File: src/mdps_pkg.sv
// Package with constants for the multi data pointer select block
package mdps_pkg;
    localparam int PTR_W = 16;
    localparam int NUM_PTR = 8;
    localparam int SEL_W = 3;
    localparam logic [7:0] SFR_SELECT_ADDR = 8'h92;
    localparam logic [7:0] SFR_HIGH_ADDR = 8'h83;
    localparam logic [7:0] SFR_LOW_ADDR = 8'h82;
    localparam logic [2:0] SEL_RESET = 3'h0;
    localparam logic [4:0] SEL_RSVD_READ = 5'h00;
    localparam logic [15:0] PTR_RESET = 16'h0000;
    localparam int SEL_LSB = 0;
    localparam int SEL_MSB = 2;
    typedef enum logic [1:0] {
        MDPS_OP_NONE = 2'b00,
        MDPS_OP_LOAD = 2'b01,
        MDPS_OP_INC = 2'b10
    } mdps_op_t;
endpackage

File: src/mdps_ptr_if.sv
// Interface carrying write and read traffic of the pointer store
`timescale 1ns/10ps
interface mdps_ptr_if;
    logic [2:0] wrIdx;
    logic wrHighEn;
    logic wrLowEn;
    logic [15:0] wrData;
    logic [2:0] rdIdx;
    logic [15:0] rdData;
    modport ctrl (
        output wrIdx,
        output wrHighEn,
        output wrLowEn,
        output wrData,
        output rdIdx,
        input rdData
    );
    modport store (
        input wrIdx,
        input wrHighEn,
        input wrLowEn,
        input wrData,
        input rdIdx,
        output rdData
    );
endinterface

File: src/mdps_ptr_store.sv
// Eight-entry pointer memory with byte writes and registered read
`timescale 1ns/10ps
module mdps_ptr_store
    import mdps_pkg::*;
#(
    parameter int DEPTH = NUM_PTR,
    parameter int WIDTH = PTR_W
) (
    input wire logic clock,
    input wire logic nrst,
    mdps_ptr_if.store bus
);
    logic [WIDTH-1:0] mem_ff [DEPTH];
    logic [WIDTH-1:0] rdData_ff;

    ////////////////////////////////////////////////////////////////
    // Only the addressed entry changes; others hold their value
    always_ff @(posedge clock or negedge nrst) begin
        if (!nrst) begin
            for (int i = 0; i < DEPTH; i++) begin
                mem_ff[i] <= PTR_RESET;
            end
        end else begin
            if (bus.wrHighEn) begin
                mem_ff[bus.wrIdx][15:8] <= bus.wrData[15:8];
            end
            if (bus.wrLowEn) begin
                mem_ff[bus.wrIdx][7:0] <= bus.wrData[7:0];
            end
        end
    end

    // Registered read port; takes the entry as it stood before this edge
    always_ff @(posedge clock or negedge nrst) begin
        if (!nrst) begin
            rdData_ff <= PTR_RESET;
        end else begin
            rdData_ff <= mem_ff[bus.rdIdx];
        end
    end

    assign bus.rdData = rdData_ff;
endmodule

File: src/mdps_select.sv
// Multi data pointer bank with select register and pointer access
`timescale 1ns/10ps
module mdps_select
    import mdps_pkg::*;
(
    input wire logic clock,
    input wire logic nrst,
    input wire logic [7:0] sfrAddr,
    input wire logic sfrWrEn,
    input wire logic sfrRdEn,
    input wire logic [7:0] sfrWrData,
    output logic [7:0] sfrRdData,
    output logic sfrRdHit,
    input wire mdps_op_t ptrOp,
    input wire logic [15:0] ptrImm,
    input wire logic extAccess,
    output logic [15:0] dataPointer,
    output logic [7:0] port2Addr,
    output logic port2AddrEn,
    output logic [2:0] activeSlot
);
    logic [2:0] pointerSelectReg_ff;
    logic [15:0] shadow_ff;
    logic [7:0] sfrRdData_ff;
    logic sfrRdHit_ff;
    logic [15:0] nxt_shadow;
    logic hiWr;
    logic loWr;
    logic selWr;
    logic [15:0] curPtr;
    logic readSettle_ff;

    mdps_ptr_if pif ();

    mdps_ptr_store #(
        .DEPTH(NUM_PTR),
        .WIDTH(PTR_W)
    ) uStore (
        .clock(clock),
        .nrst(nrst),
        .bus(pif.store)
    );

    // Match one special function address on a strobe
    function automatic logic sfrHit(input logic [7:0] a, input logic [7:0] target,
                                    input logic en);
        return en && (a == target);
    endfunction

    ////////////////////////////////////////////////////////////////
    // Select register
    assign selWr = sfrHit(sfrAddr, SFR_SELECT_ADDR, sfrWrEn);

    // Only the low field is stored; reserved bits are not kept
    always_ff @(posedge clock or negedge nrst) begin
        if (!nrst) begin
            pointerSelectReg_ff <= SEL_RESET;
        end else if (selWr) begin
            pointerSelectReg_ff <= sfrWrData[SEL_MSB:SEL_LSB];
        end
    end

    assign activeSlot = pointerSelectReg_ff;

    ////////////////////////////////////////////////////////////////
    // Pointer access decode; all writes address the selected slot
    assign hiWr = sfrHit(sfrAddr, SFR_HIGH_ADDR, sfrWrEn);
    assign loWr = sfrHit(sfrAddr, SFR_LOW_ADDR, sfrWrEn);

    // Shadow copy of the selected slot avoids a read-after-write bubble
    assign curPtr = shadow_ff;

    always_comb begin
        nxt_shadow = curPtr;
        case (ptrOp)
            MDPS_OP_LOAD: nxt_shadow = ptrImm;
            MDPS_OP_INC: nxt_shadow = curPtr + 16'h0001;
            default: nxt_shadow = curPtr;
        endcase
        if (hiWr) begin
            nxt_shadow[15:8] = sfrWrData;
        end
        if (loWr) begin
            nxt_shadow[7:0] = sfrWrData;
        end
    end

    // Store writes go to the selected slot only
    assign pif.wrIdx = pointerSelectReg_ff;
    assign pif.wrHighEn = (ptrOp != MDPS_OP_NONE) || hiWr;
    assign pif.wrLowEn = (ptrOp != MDPS_OP_NONE) || loWr;
    assign pif.wrData = nxt_shadow;
    // Reads follow the pending select so the shadow refills after a switch
    assign pif.rdIdx = selWr ? sfrWrData[SEL_MSB:SEL_LSB] : pointerSelectReg_ff;

    // After a select change the store read lands one cycle later
    always_ff @(posedge clock or negedge nrst) begin
        if (!nrst) begin
            readSettle_ff <= 1'b0;
        end else begin
            readSettle_ff <= selWr;
        end
    end

    // Shadow reloads from the store on a switch; pointers keep contents
    always_ff @(posedge clock or negedge nrst) begin
        if (!nrst) begin
            shadow_ff <= PTR_RESET;
        end else if (readSettle_ff) begin
            shadow_ff <= pif.rdData;
        end else begin
            shadow_ff <= nxt_shadow;
        end
    end

    // Software must not issue a pointer op in the cycle after a select write
    assign dataPointer = readSettle_ff ? pif.rdData : shadow_ff;

    ////////////////////////////////////////////////////////////////
    // External address high byte on port 2 during indirect access
    assign port2Addr = dataPointer[15:8];
    assign port2AddrEn = extAccess;

    ////////////////////////////////////////////////////////////////
    // Registered read data; reserved bits read as zero
    always_ff @(posedge clock or negedge nrst) begin
        if (!nrst) begin
            sfrRdData_ff <= 8'h00;
            sfrRdHit_ff <= 1'b0;
        end else begin
            sfrRdHit_ff <= 1'b0;
            sfrRdData_ff <= 8'h00;
            if (sfrHit(sfrAddr, SFR_SELECT_ADDR, sfrRdEn)) begin
                sfrRdData_ff <= {SEL_RSVD_READ, pointerSelectReg_ff};
                sfrRdHit_ff <= 1'b1;
            end else if (sfrHit(sfrAddr, SFR_HIGH_ADDR, sfrRdEn)) begin
                sfrRdData_ff <= dataPointer[15:8];
                sfrRdHit_ff <= 1'b1;
            end else if (sfrHit(sfrAddr, SFR_LOW_ADDR, sfrRdEn)) begin
                sfrRdData_ff <= dataPointer[7:0];
                sfrRdHit_ff <= 1'b1;
            end
        end
    end

    assign sfrRdData = sfrRdData_ff;
    assign sfrRdHit = sfrRdHit_ff;
endmodule

File: config.mk
export PLATFORM = sky130hd
export DESIGN_NAME = mdps_select
export DESIGN_NICKNAME = d
export VERILOG_FILES = /design/src/mdps_pkg.sv /design/src/mdps_ptr_if.sv /design/src/mdps_ptr_store.sv /design/src/mdps_select.sv
export SDC_FILE = /design/constraint.sdc
export NUM_CORES = 1
export LEC_CHECK = 0
export BUFFER_PORTS_ARGS = -buffer_cell sky130_fd_sc_hd__buf_2
export CORE_ASPECT_RATIO = 1.4
export CORE_MARGIN = 2
export CORE_UTILIZATION = 32
export CTS_BUF_LIST = sky130_fd_sc_hd__clkbuf_16
export DETAILED_ROUTE_END_ITERATION = 10
export RECOVER_POWER = 25
export SLEW_MARGIN = 10
export SYNTH_ARGS = -nofsm -noshare
export SYNTH_HDL_FRONTEND = slang
export SYNTH_SLANG_ARGS = --single-unit
File: constraint.sdc
create_clock -name clock -period 2.15 [get_ports clock]
set_clock_uncertainty 0.15 [all_clocks]
set_input_delay 0.645 -clock clock [delete_from_list [all_inputs] [get_ports clock]]
set_output_delay 0.645 -clock clock [all_outputs]
set_load 0.005 [all_outputs]
Yosys cells after proc, flatten, opt, wreduce, memory -nomap -nowiden
Index checks and enable logic that the tools add are counted.
- register bits after elaboration: 173
- bits in latches: 0
- memory bits (writable): 0
- bits in read-only memories: 0
- word-level logic and storage cells: 58
- memories kept: 0
- add/subtract/negate cells: 1
- multipliers: 0
- divide/modulo/power cells: 0
- $lt $le $gt $ge: 3
- equal/unequal tests: 5
- shifts and indexed selects: 0
- mux-type cells: 23
- bitwise gates (word level): 2
- reductions and logical operators: 10
- operators with widths (kind ; count):
    bitwise mux 128 bit ; 2
    2-to-1 mux 128 bit ; 2
    demux 16 bit (select 3 bit) ; 2
    2-to-1 mux 16 bit ; 5
    binary-select mux 16 bit (select 3 bit) ; 1
    2-to-1 mux 8 bit ; 6
    case mux 16 bit (2 select lines) ; 1
    == test 8 bit (second input constant) ; 3
    adder 16 x 1 -> 16 bit (second input constant) ; 1
    greater-or-equal comparator 4 bit (second input constant) ; 2
    inverter 3 -> 4 bit ; 2
    logical AND 1 bit ; 7
    less-than comparator 4 x 1 -> 1 bit (second input constant) ; 1
    2-to-1 mux 1 bit ; 3
    2-to-1 mux 3 bit ; 1
    == test 2 x 1 -> 1 bit (second input constant) ; 1
    == test 2 bit (second input constant) ; 1
    logical OR 1 bit ; 2
    nonzero test 2 bit ; 1

Longest topological paths before layout
- word-level depth: 9
- depth in mapped cells: 9

Cells and area by module
A second synthesis with hierarchy kept.
- cells, all modules: 645
- area total of the unflattened synthesis: 8713.4 um2
- by module, submodules not included (module ; instances ; cells each ; area each (um2)):
    mdps_ptr_store ; 1 ; 356 ; 6416.2
    mdps_select ; 1 ; 289 ; 2297.2

Worst setup path before layout
No wires, ideal clock.
- kind: in2reg
- start: input sfrAddr[3]
- end: register uStore.mem_ff[62] (netlist bit)
- setup time: 0.125 ns
- data arrival time: 2.294 ns
- data required time: 1.875 ns
- path slack: -0.419 ns
- cell stages on the path: 6
- buffers on the path: 1
- cells stage by stage: nor4b_4 nand3_2 a21oi_1 and2_1 buf_2 mux2_2
- word-level cells in the longest chain between the ends: 7
- RTL lines (item ; line ; source):
    from (decl) ; mdps_select.sv:8 ; input wire logic [7:0] sfrAddr,
    == test 8 bit ; mdps_select.sv:47 ; return en && (a == target);
    logical AND 1 bit ; mdps_select.sv:47 ;
    2-to-1 mux 8 bit ; mdps_select.sv:80 ; if (hiWr) begin
    bitwise mux 128 bit ; mdps_ptr_store.sv:25 ; mem_ff[bus.wrIdx][15:8] <= bus.wrData[15:8];
    2-to-1 mux 128 bit ; mdps_ptr_store.sv:24 ; if (bus.wrHighEn) begin
    bitwise mux 128 bit ; mdps_ptr_store.sv:28 ; mem_ff[bus.wrIdx][7:0] <= bus.wrData[7:0];
    2-to-1 mux 128 bit (*) ; mdps_ptr_store.sv:27 ; if (bus.wrLowEn) begin
    to (signal, indexed assignment) ; mdps_ptr_store.sv:25 ;
    to (signal, indexed assignment) ; mdps_ptr_store.sv:28 ;
    to (decl) ; mdps_ptr_store.sv:13 ; logic [WIDTH-1:0] mem_ff [DEPTH];
Mark *: on every way between the ends. The rest lies on a longest branch, timed or not.

Final worst setup path
- start: register readSettle_ff
- end: output dataPointer[9]
- word-level cells in the longest chain between the ends: 1
- RTL lines (item ; line ; source):
    from (decl) ; mdps_select.sv:31 ; logic readSettle_ff;
    from (signal assigned) ; mdps_select.sv:101 ; readSettle_ff <= selWr;
    2-to-1 mux 16 bit ; mdps_select.sv:117 ; assign dataPointer = readSettle_ff ? pif.rdData : shadow_ff;
    to (decl) ; mdps_select.sv:17 ; output logic [15:0] dataPointer,
No other way between the ends.

==> results.ini <==
[outcome]
status=finished, violations left
violations=negative setup slack

[synth]
syn_inst=912
synth-warning-count=0
netlist_area_um2=8470
ys_seq_area_share_pct=51.1
syn_nets=955
ys_ff_latch=173
async_flop_share_pct=100
synth_top_cell_by_area=dfrtp_1
synth_top_area_share_pct=51.1
synth_ff_type=dfrtp_1
synthTopCellsByArea=dfrtp_1 (51%), nand2_1 (8.5%), o21ai_0 (7.2%)
synth_edf_count=0
netlist-cell-type-count=54
synth.avg_cell_area_um2=9.29

[drt]
route.detailed.drc=0
detail-route-antenna-nets=0
vias_per_cell=5.72
drt_pass1_iterations=5
drt-initial-drc-count=743
drt-total-wl_um=34400
vias=8477
wl_per_cell_um=23.2

[clock_tree]
clock_latency_ps=450
cts_root_buf=clkbuf_16
tritoncts=done
clk_path_buf_depth=2
htreeDepth=4
clkTransAtPathRegs_ps=70
cts.sinks=173
cts_made_buffers=17

[die]
die-height_um=196
initial_utilization_pct=32.4
dieArea_um2=27800
core_area_um2=26100
die_w_um=141
ios=76
placementRows=70

[setup_path]
crit_type=register to output port
ff2ff_setup_slack_ps=-180
end_kind=output port
startpoint=readSettle_ff$_DFF_PN0_
cp-start-kind=register
rr_endpoint=uStore.mem_ff[31]$_DFFE_PN0P_
crit_path_max_fanout=7
critPathRequiredTime_ps=1350
ff2ff_path_depth=7
arrival_ps=1660
r2r-start=curPtr[9]$_DFF_PN0_

[timing]
maxSlewHeadroom_pct=26.8
setup_viol=150
fmax_ghz=0.408
drv_slew=0
tns_ps=-21850
min_period_over_period_pct=114
setup_ws_ps=-300
hold_viol=0
min_period_ps=2450
worst_pin_slew_ps=1100
rsz0062_at_grt=yes

[placed_design]
hpwl_um=18400
io_buffers=73
gp_congestion=0.909
place_inst=1370
dp_slack_ps=-601

[layout]
drive_gt1_share_pct=56.1
regArea_um2=4330
diodes=0
area_growth_pct=62.9
instances_no_fill=1481
nNetsFinal=1188
num-fill-cells=2053
multiInputGateArea_um2=5430

[global_route]
antenna_found_initial=0
grt_usage_pct=21.1
grt_first_pass_wirelength_um=45100
grt_overflow=0
grt_pass1_vias=7966
grt_max_degree=49

[power]
peakVddDrop_v=0.000628
p_int_uw=6640
p_per_area_nw_per_um2=719
finalPower_uw=9920
switching_share_pct=33.1
pwr-share-comb_pct=27.9
seq_power_share_pct=41.7
clkPwrFrac_pct=30.4
switchingPower_uw=3280
cellLeakagePower_uw=0.00622

[worst_hold_path]
hold_class=register to register
holdPathEnd=uStore.mem_ff[3]$_DFFE_PN0P_
min_from=uStore.mem_ff[3]$_DFFE_PN0P_
holdPathStages=2

[run]
cap_violations=0

[how the worst max path moves through the flow]
stage                                           end  slack, ps  cells past startpoint
finish                               dataPointer[9]       -300                      4
global route                           port2Addr[1]       -320                      4
CTS                                  dataPointer[9]       -300                      4
detailed placement   uStore.bus.rdData[1]$_DFF_PN0_       -600                      9
global placement    uStore.bus.rdData[15]$_DFF_PN0_       -530                      9
floorplan           uStore.bus.rdData[10]$_DFF_PN0_       -350                      9
[layout make-up]
| type | count | share of cell area [%] |
|---|---|---|
| Sequential cell | 173 | 31.4 |
| Multi-Input combinational cell | 655 | 39.3 |
| Tap cell | 324 | 2.94 |
| Timing Repair Buffer | 272 | 21.3 |
| Clock buffer | 17 | 3.08 |
| Timing Repair inverter | 1 | 0.118 |
| Inverter | 25 | 0.807 |
| Clock inverter | 14 | 1.01 |
[sequential cells by signal, indices dropped and copies added, names as in the netlist]
register and cells:
activeSlot 3, curPtr 16, readSettle_ff 1, sfrRdData 8, sfrRdHit 1, uStore.bus.rdData 16
uStore.mem_ff 128
[cells in the mapped netlist (2+ instances only)]
cell	count
a22oi_1	4
o211ai_1	2
buf_2	9
nand4_1	5
a221oi_1	34
and2_1	7
nor3_1	7
mux2_2	20
buf_6	11
clkbuf_8	8
a21oi_2	3
nand3_1	11
ha_1	4
a21oi_1	107
a32o_1	2
a311oi_1	4
nor2b_1	3
and4_1	2
and3_1	8
nand2_1	191
nand2b_1	7
dfrtp_1	173
o311a_1	2
or3_1	2
a31oi_1	2
nor4_1	3
o311ai_0	2
nand4b_1	2
o21ai_1	5
mux2i_1	11
o31ai_1	2
o21a_1	2
clkbuf_1	23
inv_1	23
buf_4	13
or2_1	17
mux2i_4	2
nor2_1	42
inv_2	2
o21ai_0	121
[timing repair]
item	4_1_cts	5_1_grt
gates resized for setup	165	405
setup endpoints to repair	93	180
gates cloned	14	19
hold endpoints to repair	36	0
pin swaps	21	125
hold buffers	1	0
buffers inserted	26	26
[power groups by stage]
stage               logic [µW]  clock network, µW  registers [µW]
floorplan                  995                  0            3940
global placement          1690                  0            4040
detailed placement        1730                  0            4030
CTS                       2050               3040            4010
global route              2950               3170            4170
finish                    2770               3020            4140
[worst max-delay path: stages (launching register included)]
cell,delay [ps]
dfrtp_2,450
buf_12,160
buf_12,140
mux2_4,320
buf_6,120
[kinds of logic (layout without fill, tap and decap cells)]
family,Yosys count,in the layout,share of synthesized area [%]
compound gates,301,304,20.7
mux,33,34,4.49
simple gates,312,313,16.5
fa+ha+maj,4,4,0.591
flops,173,173,51.1
buf+inv,89,329,6.57
[layer usage]
metal	vias to the layer above	wire length, µm	share of wire (%)	GRT usage [%]
met5	-	0	0	0
met4	0	2140	6.2	11.8
met3	143	2170	6.3	3.40
met2	439	17400	50	36.6
met1	4198	12700	37	24.7
li1	3697	-	-	-
[metrics by stage]
step	hold WS, ps	util [%]	cell area [µm²]
2_1_floorplan	199	-	8660
3_3_place_gp	308	38.7	10100
3_5_place_dp	321	38.7	10100
4_1_cts	329	45.6	11900
5_1_grt	345	52.9	13800
6_report	341	52.9	13800
[placed cells by master, fill, tap and decap left out, types with 5 or more instances in the layout]
master     Yosys  routed
a21oi_1      107      47
a21oi_2        3      51
a21oi_4        0      12
a221oi_2       0      31
and2_4         0       6
and3_1         8       6
buf_12         0      34
buf_16         0      11
buf_2          9      65
buf_4         13      99
buf_6         11      43
buf_8          0       7
clkbuf_16      0      27
dfrtp_1      173     169
inv_1         23      21
mux2_4         0      17
mux2i_1       11       7
mux2i_4        2       7
nand2_1      191      96
nand2_2        0      50
nand2_4        0      42
nand2b_1       7       5
nand3_4        0       7
nand4_1        5       5
nor2_1        42      26
nor2_2         0      10
nor2_4         0       6
o21ai_0      121      10
o21ai_1        5      54
o21ai_2        0      53
o21ai_4        0      12
or2_1         17      16
(Power assumes the default switching activity.)
